===== config.mk =====
export PLATFORM = sky130hd
export DESIGN_NAME = crm_clock_reset
export DESIGN_NICKNAME = d
export VERILOG_FILES = /design/src/crm_pkg.sv /design/src/crm_clock_reset.sv
export VERILOG_INCLUDE_DIRS = /design/src
export SDC_FILE = /design/constraint.sdc
export NUM_CORES = 1
export LEC_CHECK = 0
export BUFFER_PORTS_ARGS = -buffer_cell sky130_fd_sc_hd__buf_2
export CAP_MARGIN = 20
export CORE_AREA = 2 2 167 87
export DETAILED_ROUTE_END_ITERATION = 16
export DIE_AREA = 0 0 169 89
export GPL_TIMING_DRIVEN = 0
export PLACE_DENSITY = 0.54
export SLEW_MARGIN = 20
export SYNTH_ARGS = -nofsm -noshare
export SYNTH_HDL_FRONTEND = slang
export SYNTH_SLANG_ARGS = --single-unit

===== constraint.sdc =====
create_clock -name i_core_clk -period 3.5 [get_ports i_core_clk]
set_clock_uncertainty 0.1 [all_clocks]
set_input_delay 0.7 -clock i_core_clk [delete_from_list [all_inputs] [get_ports i_core_clk]]
set_output_delay 0.7 -clock i_core_clk [all_outputs]
set_load 0.02 [all_outputs]

===== src/crm_clock_reset_map.svh =====
`ifndef CRM_CLOCK_RESET_MAP_SVH
`define CRM_CLOCK_RESET_MAP_SVH

// apb byte offsets
`define CRM_OFS_MAIN_CLOCK_CONTROL    12'h000
`define CRM_OFS_RC_OSCILLATOR_TRIM    12'h004
`define CRM_OFS_SUPPLY_INTEGRITY_STAT 12'h008

// main_clock_control fields
`define CRM_MCC_SLOW_BIT     0
`define CRM_MCC_CLKOUT_BIT   1
`define CRM_MCC_USED_MASK    8'h03
`define CRM_MCC_RESET        8'h00

// rc_oscillator_trim
`define CRM_TRIM_RESET       8'hff

// supply_integrity_status fields
`define CRM_SIS_LOCKED_BIT   3

// timing
`define CRM_DELAY_SHORT      13'h0100
`define CRM_DELAY_LONG       13'h1000
`define CRM_FETCH_CYCLES     2'h2
`define CRM_SLOW_DIV_LAST    5'h1f
`define CRM_CLK_PERIOD_PS    5000
`define CRM_PLL_START_NS     1000
`define CRM_WDG_ACTIVE_CYC   8'h10

`endif


===== src/crm_pkg.sv =====
package crm_pkg;

   // main oscillator type chosen by option bits
   typedef enum logic [1:0] {
      CRM_SRC_EXT_CLOCK = 2'b00,
      CRM_SRC_CRYSTAL   = 2'b01,
      CRM_SRC_CERAMIC   = 2'b10,
      CRM_SRC_RC        = 2'b11
   } crm_clk_src_t;

   // oscillator clock mux selection
   typedef enum logic [1:0] {
      CRM_OSC_EXT  = 2'b00,
      CRM_OSC_XTAL = 2'b01,
      CRM_OSC_RC   = 2'b10,
      CRM_OSC_PLL  = 2'b11
   } crm_osc_sel_t;

   typedef enum logic [2:0] {
      CRM_ST_RUN    = 3'b000,
      CRM_ST_ACTIVE = 3'b001,
      CRM_ST_DELAY  = 3'b010,
      CRM_ST_PLL    = 3'b011,
      CRM_ST_FETCH  = 3'b100
   } crm_state_t;

   // option byte settings
   typedef struct packed {
      crm_clk_src_t clk_src;
      logic         pll_en;
      logic         pll_x8;
      logic         ccm_en;
      logic         ccm_halve;
   } crm_opt_t;

   // reset sources, active high
   typedef struct packed {
      logic low_voltage_detector;
      logic wdg;
   } crm_rst_src_t;

endpackage : crm_pkg


===== src/crm_clock_reset.sv =====
// Summary of operation
// every reset returns rc_oscillator_trim to ffh.
// trim value zero gives fastest rc clock, ffh slowest.
// software reloads trim after each reset from factory bytes.
// option bits enable the pll and pick multiply by 4 or 8.
// pll off with rc on gives the plain 1 mhz rc clock.
// rc and pll both off take the external clock directly.
// after reset or halt wakeup the pll output waits its start delay.
// pll lock flag is set once the pll output is running.
// main_clock_control bit 1 drives the main clock out; reset clears.
// main_clock_control bit 0 selects cpu clock divided by 32; reset clears.
// software keeps main_clock_control bits 7:2 zero.
// counter clock multiplier takes 8 mhz, from rc x8 or halved 16 mhz.
// lvd, watchdog and pin sources; reset pin held low during delay.
// reset runs active phase, stabilisation delay, then vector fetch.
// delay is 256 cycles for rc or external clock, 4096 for crystal.
// vector fetch lasts two cycles.
// enabled pll adds its start delay before the clock is released.
// a low reset pin is seen even while the device is halted.
// reset pin is open drain; outside may pull it low.
// crystal oscillators keep running during reset.
// option picks external, crystal, ceramic or rc main clock.
// lock flag is bit 3 of supply_integrity_status, hardware only.
`timescale 1ns/1ps
`default_nettype none
`include "crm_clock_reset_map.svh"

module crm_clock_reset
   import crm_pkg::*;
#(
   parameter int PLL_START_NS  = `CRM_PLL_START_NS,
   parameter int PLL_START_CYC = (PLL_START_NS * 1000) / `CRM_CLK_PERIOD_PS,
   parameter int PLL_CNT_W     = 16
)(
   input  wire logic         i_core_clk,
   input  wire logic         i_srst,
   input  wire logic         i_clk_en,
   input  wire logic         i_psel,
   input  wire logic         i_penable,
   input  wire logic         i_pwrite,
   input  wire logic [11:0]  i_paddr,
   input  wire logic [31:0]  i_pwdata,
   input  wire logic [3:0]   i_pstrb,
   output logic [31:0]       o_prdata,
   output logic              o_pready,
   output logic              o_pslverr,
   input  wire crm_opt_t     i_opt,
   input  wire crm_rst_src_t i_rst_src,
   input  wire logic         i_rst_pin_n_in,
   output logic              o_rst_pin_out,
   output logic              o_rst_pin_oe_n,
   input  wire logic         i_halt,
   output logic              o_cpu_rst,
   output logic              o_vector_fetch,
   output logic              o_cpu_clk_en,
   output crm_osc_sel_t      o_osc_sel,
   output logic              o_pll_run,
   output logic              o_pll_x8,
   output logic              o_pll_clk_gate,
   output logic              o_xtal_run,
   output logic [7:0]        o_rc_trim_value,
   output logic              o_clock_output_enable,
   output logic              o_ccm_en,
   output logic              o_ccm_halve
);

   function automatic logic is_crystal(input crm_clk_src_t src);
      is_crystal = (src == CRM_SRC_CRYSTAL) || (src == CRM_SRC_CERAMIC);
   endfunction : is_crystal

   crm_state_t             state_q;
   crm_state_t             state_d;
   logic [12:0]            delay_cnt_q;
   logic [7:0]             active_cnt_q;
   logic [1:0]             fetch_cnt_q;
   logic [PLL_CNT_W-1:0]   pll_cnt_q;
   logic                   pll_ready_q;
   logic                   pin_low_q;
   logic                   halt_q;
   logic [4:0]             div_q;
   logic [7:0]             main_clock_control_q;
   logic [7:0]             rc_trim_value_q;

   // apb decode
   wire logic        apb_setup  = i_psel & ~i_penable;
   wire logic        apb_access = i_psel & i_penable;
   wire logic        hit_mcc    = i_paddr == `CRM_OFS_MAIN_CLOCK_CONTROL;
   wire logic        hit_trim   = i_paddr == `CRM_OFS_RC_OSCILLATOR_TRIM;
   wire logic        hit_sis    = i_paddr == `CRM_OFS_SUPPLY_INTEGRITY_STAT;
   wire logic        hit_any    = hit_mcc | hit_trim | hit_sis;
   wire logic        in_run     = state_q == CRM_ST_RUN;
   wire logic        wr_ok      = apb_access & i_pwrite & i_pstrb[0] & in_run;
   wire logic        wr_mcc     = wr_ok & hit_mcc;
   wire logic        wr_trim    = wr_ok & hit_trim;
   wire logic [7:0]  sis_value  = {4'h0, pll_ready_q, 3'h0} &
                                  (8'h01 << `CRM_SIS_LOCKED_BIT);
   wire logic [7:0]  rd_byte    = hit_mcc  ? main_clock_control_q :
                                  hit_trim ? rc_trim_value_q :
                                  hit_sis  ? sis_value : 8'h00;

   // reset sources
   wire logic        int_src    = i_rst_src.low_voltage_detector | i_rst_src.wdg;
   wire logic        pin_driven = ~o_rst_pin_oe_n;
   wire logic        ext_src    = pin_low_q & ~pin_driven;
   wire logic        any_src    = int_src | ext_src;
   wire logic [12:0] delay_len  = is_crystal(i_opt.clk_src) ?
                                  `CRM_DELAY_LONG : `CRM_DELAY_SHORT;
   wire logic        delay_done = delay_cnt_q == delay_len - 13'h0001;
   wire logic        active_done = active_cnt_q >= `CRM_WDG_ACTIVE_CYC;
   wire logic        fetch_done = fetch_cnt_q == `CRM_FETCH_CYCLES - 2'h1;
   wire logic        enter_rst  = state_d == CRM_ST_ACTIVE;
   wire logic        next_run   = state_d == CRM_ST_RUN;
   wire logic        regs_clear = i_srst | enter_rst;

   // pll control
   wire logic        pll_on      = i_opt.pll_en & ~i_halt;
   // pll held through the delay phase so its start time adds on
   wire logic        pll_restart = ~pll_on | (halt_q & ~i_halt) |
                                   (state_q == CRM_ST_ACTIVE) |
                                   (state_q == CRM_ST_DELAY);
   wire logic        pll_hit     = pll_cnt_q == PLL_CNT_W'(PLL_START_CYC - 1);

   // cpu clock divider
   wire logic        slow_mode  = main_clock_control_q[`CRM_MCC_SLOW_BIT] & in_run;
   wire logic        div_last   = div_q == `CRM_SLOW_DIV_LAST;
   wire logic        cpu_tick   = ~slow_mode | div_last;

   // oscillator selection
   wire crm_osc_sel_t osc_sel_d =
      i_opt.pll_en                     ? CRM_OSC_PLL :
      (i_opt.clk_src == CRM_SRC_RC)    ? CRM_OSC_RC  :
      is_crystal(i_opt.clk_src)        ? CRM_OSC_XTAL :
                                         CRM_OSC_EXT;
   wire logic ccm_src_ok = (i_opt.pll_en & i_opt.pll_x8) | i_opt.ccm_halve;

   always_comb
   begin
      state_d = state_q;
      case (state_q)
         CRM_ST_RUN:
         begin
            if (any_src)
               state_d = CRM_ST_ACTIVE;
         end
         CRM_ST_ACTIVE:
         begin
            if (!any_src && (active_done || !i_rst_src.wdg))
               state_d = CRM_ST_DELAY;
         end
         CRM_ST_DELAY:
         begin
            if (int_src)
               state_d = CRM_ST_ACTIVE;
            else if (delay_done && i_opt.pll_en)
               state_d = CRM_ST_PLL;
            else if (delay_done)
               state_d = CRM_ST_FETCH;
         end
         CRM_ST_PLL:
         begin
            if (any_src)
               state_d = CRM_ST_ACTIVE;
            else if (pll_ready_q)
               state_d = CRM_ST_FETCH;
         end
         CRM_ST_FETCH:
         begin
            if (any_src)
               state_d = CRM_ST_ACTIVE;
            else if (fetch_done)
               state_d = CRM_ST_RUN;
         end
         default:
            state_d = CRM_ST_ACTIVE;
      endcase
   end

   // pin sampling stays live without clock enable so halt cannot hide it
   always_ff @(posedge i_core_clk)
   begin
      if (i_srst)
         pin_low_q <= 1'b0;
      // our own drive shows on the pin in the same cycle; ignore it
      else if (~i_rst_pin_n_in & o_rst_pin_oe_n)
         pin_low_q <= 1'b1;
      else if (i_clk_en)
         pin_low_q <= 1'b0;
   end

   always_ff @(posedge i_core_clk)
   begin
      if (i_srst)
         state_q <= CRM_ST_ACTIVE;
      else if (i_clk_en || pin_low_q)
         state_q <= state_d;
   end

   always_ff @(posedge i_core_clk)
   begin
      if (i_srst)
      begin
         delay_cnt_q  <= 13'h0000;
         active_cnt_q <= 8'h00;
         fetch_cnt_q  <= 2'h0;
      end
      else if (i_clk_en)
      begin
         delay_cnt_q  <= (state_q == CRM_ST_DELAY && cpu_tick) ?
                         delay_cnt_q + 13'h0001 : 13'h0000;
         active_cnt_q <= (state_q != CRM_ST_ACTIVE) ? 8'h00 :
                         active_done ? active_cnt_q : active_cnt_q + 8'h01;
         fetch_cnt_q  <= (state_q == CRM_ST_FETCH) ?
                         fetch_cnt_q + 2'h1 : 2'h0;
      end
   end

   always_ff @(posedge i_core_clk)
   begin
      if (i_srst)
      begin
         pll_cnt_q   <= '0;
         pll_ready_q <= 1'b0;
         halt_q      <= 1'b0;
      end
      else if (i_clk_en)
      begin
         halt_q <= i_halt;
         if (pll_restart)
         begin
            pll_cnt_q   <= '0;
            pll_ready_q <= 1'b0;
         end
         else if (pll_hit)
            pll_ready_q <= 1'b1;
         else if (!pll_ready_q)
            pll_cnt_q <= pll_cnt_q + PLL_CNT_W'(1);
      end
   end

   always_ff @(posedge i_core_clk)
   begin
      if (i_srst)
         div_q <= 5'h00;
      else if (i_clk_en)
         div_q <= slow_mode ? div_q + 5'h01 : 5'h00;
   end

   always_ff @(posedge i_core_clk)
   begin
      if (regs_clear)
      begin
         main_clock_control_q <= `CRM_MCC_RESET;
         rc_trim_value_q      <= `CRM_TRIM_RESET;
      end
      else if (i_clk_en)
      begin
         if (wr_mcc)
            main_clock_control_q <= i_pwdata[7:0] & `CRM_MCC_USED_MASK;
         if (wr_trim)
            rc_trim_value_q <= i_pwdata[7:0];
      end
   end

   // zero-wait apb: answer prepared in setup, shown in access
   always_ff @(posedge i_core_clk)
   begin
      if (i_srst)
      begin
         o_prdata  <= 32'h0000_0000;
         o_pready  <= 1'b0;
         o_pslverr <= 1'b0;
      end
      else if (i_clk_en)
      begin
         o_pready  <= apb_setup;
         o_pslverr <= apb_setup & ~hit_any;
         o_prdata  <= (apb_setup & ~i_pwrite) ? {24'h000000, rd_byte} : 32'h0000_0000;
      end
   end

   always_ff @(posedge i_core_clk)
   begin
      if (i_srst)
      begin
         o_rst_pin_out   <= 1'b0;
         o_rst_pin_oe_n  <= 1'b1;
         o_cpu_rst       <= 1'b1;
         o_vector_fetch  <= 1'b0;
         o_cpu_clk_en    <= 1'b0;
      end
      else if (i_clk_en)
      begin
         o_rst_pin_out  <= 1'b0;
         o_rst_pin_oe_n <= ~((state_d == CRM_ST_DELAY) ||
                             (state_d == CRM_ST_ACTIVE && int_src));
         o_cpu_rst      <= (state_d != CRM_ST_RUN) && (state_d != CRM_ST_FETCH);
         o_vector_fetch <= state_d == CRM_ST_FETCH;
         o_cpu_clk_en   <= cpu_tick & next_run;
      end
   end

   always_ff @(posedge i_core_clk)
   begin
      if (i_srst)
      begin
         o_osc_sel             <= CRM_OSC_EXT;
         o_pll_run             <= 1'b0;
         o_pll_x8              <= 1'b0;
         o_pll_clk_gate        <= 1'b0;
         o_xtal_run            <= 1'b0;
         o_rc_trim_value       <= `CRM_TRIM_RESET;
         o_clock_output_enable <= 1'b0;
         o_ccm_en              <= 1'b0;
         o_ccm_halve           <= 1'b0;
      end
      else if (i_clk_en)
      begin
         o_osc_sel             <= osc_sel_d;
         o_pll_run             <= pll_on;
         o_pll_x8              <= i_opt.pll_x8;
         o_pll_clk_gate        <= pll_ready_q & ~pll_restart;
         o_xtal_run            <= is_crystal(i_opt.clk_src);
         o_rc_trim_value       <= enter_rst ? `CRM_TRIM_RESET : rc_trim_value_q;
         o_clock_output_enable <= main_clock_control_q[`CRM_MCC_CLKOUT_BIT] &
                                  next_run;
         o_ccm_en              <= i_opt.ccm_en & ccm_src_ok;
         o_ccm_halve           <= i_opt.ccm_halve;
      end
   end

endmodule : crm_clock_reset
`default_nettype wire


==> summary.md <==
| Metric | Value |
|---|---|
| LEAKAGE | `1.98 nW` |
| Power share of the clock group | `46.0%` |
| Worst setup SP type | `primary input` |
| CP max-delay cell | `or3b_2` |
| Post-synth top area share | `41.6%` |
| Vias per Instance | `4.64` |
| Worst path max stage delay | `0.51 ns` |
| Fin crit period | `2.42 ns` |
| Worst-skew pair later-pin latency | `0.34 ns` |
| Mapped cell area | `3990 um^2` |
| Hold buffer count at cts | `0` |
| Final Hold Viols | `0` |
| Boundary Pins | `120` |
| Clk sinks | `83` |
| H-Tree Depth | `3` |
| CTS tree | `built` |
| Setup TNS | `0 ns` |
| Commonest non-fill, non-tap cell in the layout | `dfxtp_1` |
| Detailed-route via count | `3428` |
| Sw power | `0.000531 W` |
| Top Family by Delay on Critical Path | `simple AND/OR/NAND/NOR gates` |
| Crit path required time | `3.67 ns` |
| Area Growth Syn to Fin | `24.2%` |
| Setup bufs post-CTS | `0` |
| Gr ovfl total | `0` |
| Sequential power share | `44.0%` |
| Worst slew margin | `40.3%` |
| Ranking of synthesized cells by area | `dfxtp_1 (42%), nor2_1 (6.7%), buf_4 (4.7%)` |
| Post-synth EDFFs | `0` |
| Initial antenna violation count | `0` |
| Asr flop ratio synth | `0%` |
| Clock buffer depth | `2` |
| Register clock-pin slew on the reported worst setup and hold paths | `0.06 ns` |
| Initial DRT Pass Iterations | `6` |
| Root Buffer Master | `clkbuf_16` |
| Row Count | `30` |
| Yosys cell types | `59` |
| Reg-to-Reg Start | `state_q[0]$_SDFFE_PP1P_` |
| Buffers & Inverters on Critical Path | `3` |
| Vias in the first global route | `3118` |
| WP data arrival | `2.59 ns` |
| Fin crit share | `69.0%` |
| Synthesized instance count | `455` |
| Placed wire-length estimate | `7430 um` |
| Hold WC Path Type | `reg2reg` |
| Antenna Diode Count | `0` |
| Cts repair resizes | `0` |
| Worst setup path start | `i_opt[3]` |
| Most frequent cells in the layout | `dfxtp_1 (83), buf_2 (72), nor2_1 (71)` |
| Worst slew pin tran | `0.887 ns` |
| Detail Route Antenna Nets | `0` |
| Share of cells above drive strength 1 | `23.5%` |
| Gr usage total | `13.5%` |
| First-pass GRT wire length | `15700 um` |
| DR iter-0 viols | `110` |
| Core Area | `13400 um^2` |
| Inserted Clock Buffers | `9` |
| Wire length per cell | `13.6 um` |
| Routed wire length | `10000 um` |
| Final hold slack | `0.350 ns` |
| RSZ-0062 raised after global routing | `no` |
| Die W | `169 um` |
| Mapped Avg Cell Area | `8.77 um^2` |
| Fillers | `1437` |
| CP Class | `in2reg` |
| Yosys reg bits | `83` |
| Predominant post-synthesis flop cell | `dfxtp_1` |
| Nets | `627` |
| Pwr Density | `443 nW/um^2` |
| Max Cap Viol | `0` |
| Crit-path cells | `buf_2 > or3b_2 > a22oi_1 > buf_2 > nand2b_1 > buf_2 > nor2_1` |
| DRC | `0` |
| Initial core utilization | `29.7%` |
| Setup Viol. Count Final | `0` |
| Die area | `15000 um^2` |
| Internal | `0.00166 W` |
| Crit path top cell by count | `buf_2` |
| Die height | `89 um` |
| Seq/Total Area, Yosys | `41.6%` |
| Yosys warnings | `0` |
| Worst-path fanout max | `10` |
| Fin. max-slew vios | `0` |
| Hold path start | `o_cpu_clk_en$_SDFFE_PP0P_` |
| Cell taking the most area after synthesis | `dfxtp_1` |
| CP endpoint kind | `flip-flop` |
| Worst vdd ir | `0.202 mV` |
| PortBufs | `67` |
| Switching Fraction | `24.2%` |
| Comb pwr share | `9.9%` |
| Placer Congestion | `0.817` |
| Status | `complete, no violations` |
| Largest net degree at the start of global routing | `15` |
| Fmax | `0.414 GHz` |
power by group through the flow:
stage,combinational (W),clock (W),sequential (W)
after floorplan,0.000139,0,0.000996
after global placement,0.000215,0,0.000988
after detailed placement,0.000216,0,0.000988
after CTS,0.000218,0.00103,0.000967
after global routing,0.000236,0.00108,0.000968
final,0.000218,0.00101,0.000967
flip-flops by register name (all words and copies together), names as in the netlist, 2 cells and up:
| signal | cells |
|---|---|
| pll_cnt_q | 16 |
| delay_cnt_q | 13 |
| o_prdata | 8 |
| o_rc_trim_value | 8 |
| rc_trim_value_q | 8 |
| div_q | 5 |
| state_q | 3 |
| fetch_cnt_q | 2 |
| main_clock_control_q | 2 |
| o_osc_sel | 2 |
cells in the mapped netlist, types with 2 or more instances:
master and instances:
dfxtp_1 83, nor2_1 71, nand2_1 32, buf_4 25, mux2i_1 16, xnor2_1 16, nor3_1 14, nand3_1 13
inv_1 12, a21oi_1 11, xor2_1 11, nand4_1 10, a211oi_1 9, clkbuf_1 9, o21bai_1 9, a311oi_1 8
o21ai_0 8, a22oi_1 7, nor4_1 7, ha_1 6, a2111oi_0 5, buf_2 5, nand2b_1 5, a22o_1 4
and3_1 4, buf_1 4, buf_6 4, or3_1 4, a21o_1 3, nor2b_1 3, o21a_1 3, a31oi_1 2
and2b_2 2, and4_1 2, mux2_2 2, nand3b_1 2, or4_1 2
tightest hold or removal path, stage by stage, from the launching register on:
cell     delay [ns]
dfxtp_1        0.32
nand2_1        0.04
o21ai_0        0.06
worst paths after layout:
| kind | endpoint | slack, ns | depth (start not counted) |
|---|---|---|---|
| hold / removal | o_cpu_clk_en$_SDFFE_PP0P_ | 0.35 | 2 |
| setup reg to reg | rc_trim_value_q[1]$_SDFFE_PP1P_ | 1.19 | 6 |
| setup / recovery | pll_cnt_q[8]$_SDFFE_PP0P_ | 1.08 | 7 |
| hold reg to reg | o_cpu_clk_en$_SDFFE_PP0P_ | 0.35 | 2 |
through the flow:
step | setup slack (ns) | util, % | power [W] | instances | cell area (um^2)
2_1_floorplan | 1.23 | - | 0.00113 | 479 | 4080
3_3_place_gp | 0.793 | 34.5 | 0.00120 | 722 | 4640
3_5_place_dp | 0.776 | 34.5 | 0.00120 | 722 | 4640
4_1_cts | 1.10 | 36.9 | 0.00222 | 738 | 4960
5_1_grt | 0.985 | 36.9 | 0.00228 | 738 | 4960
6_report | 1.08 | 36.9 | 0.00220 | 738 | 4960
area by class of cell:
class / instances / area, um^2 / area share [%]
multi-input cells: 336 / 2070 / 41.7
repair buffers: 67 / 335 / 6.76
clock buffers: 10 / 229 / 4.62
well taps: 176 / 220 / 4.44
flip-flops and latches: 83 / 1660 / 33.5
clock inverters: 6 / 90.1 / 1.82
plain buffers: 47 / 307 / 6.18
inverters: 13 / 48.8 / 0.984
cells by family (layout without fill, tap and decap cells):
logic type / Yosys count / in the layout / share of synthesized area [%]
AND/OR/NAND/NOR: 180 / 180 / 22.1
flip-flops: 83 / 83 / 41.6
AO/OA/AOI/OAI: 80 / 80 / 14.9
buffers and inverters: 60 / 143 / 8.90
XOR/XNOR: 27 / 27 / 5.92
multiplexers: 18 / 18 / 4.58
adder cells (fa/ha/maj): 6 / 6 / 1.88
other: 1 / 25 / 0.0939
per-layer routing:
metal,share of wire [%],vias up,track usage (%),routed length [um]
met4,1.4,0,4.90,136
met5,0,-,0,0
met1,50,1587,17.6,4980
li1,-,1757,-,-
met3,5.0,13,2.79,505
met2,44,71,22.4,4400
(Power assumes the default switching activity.)
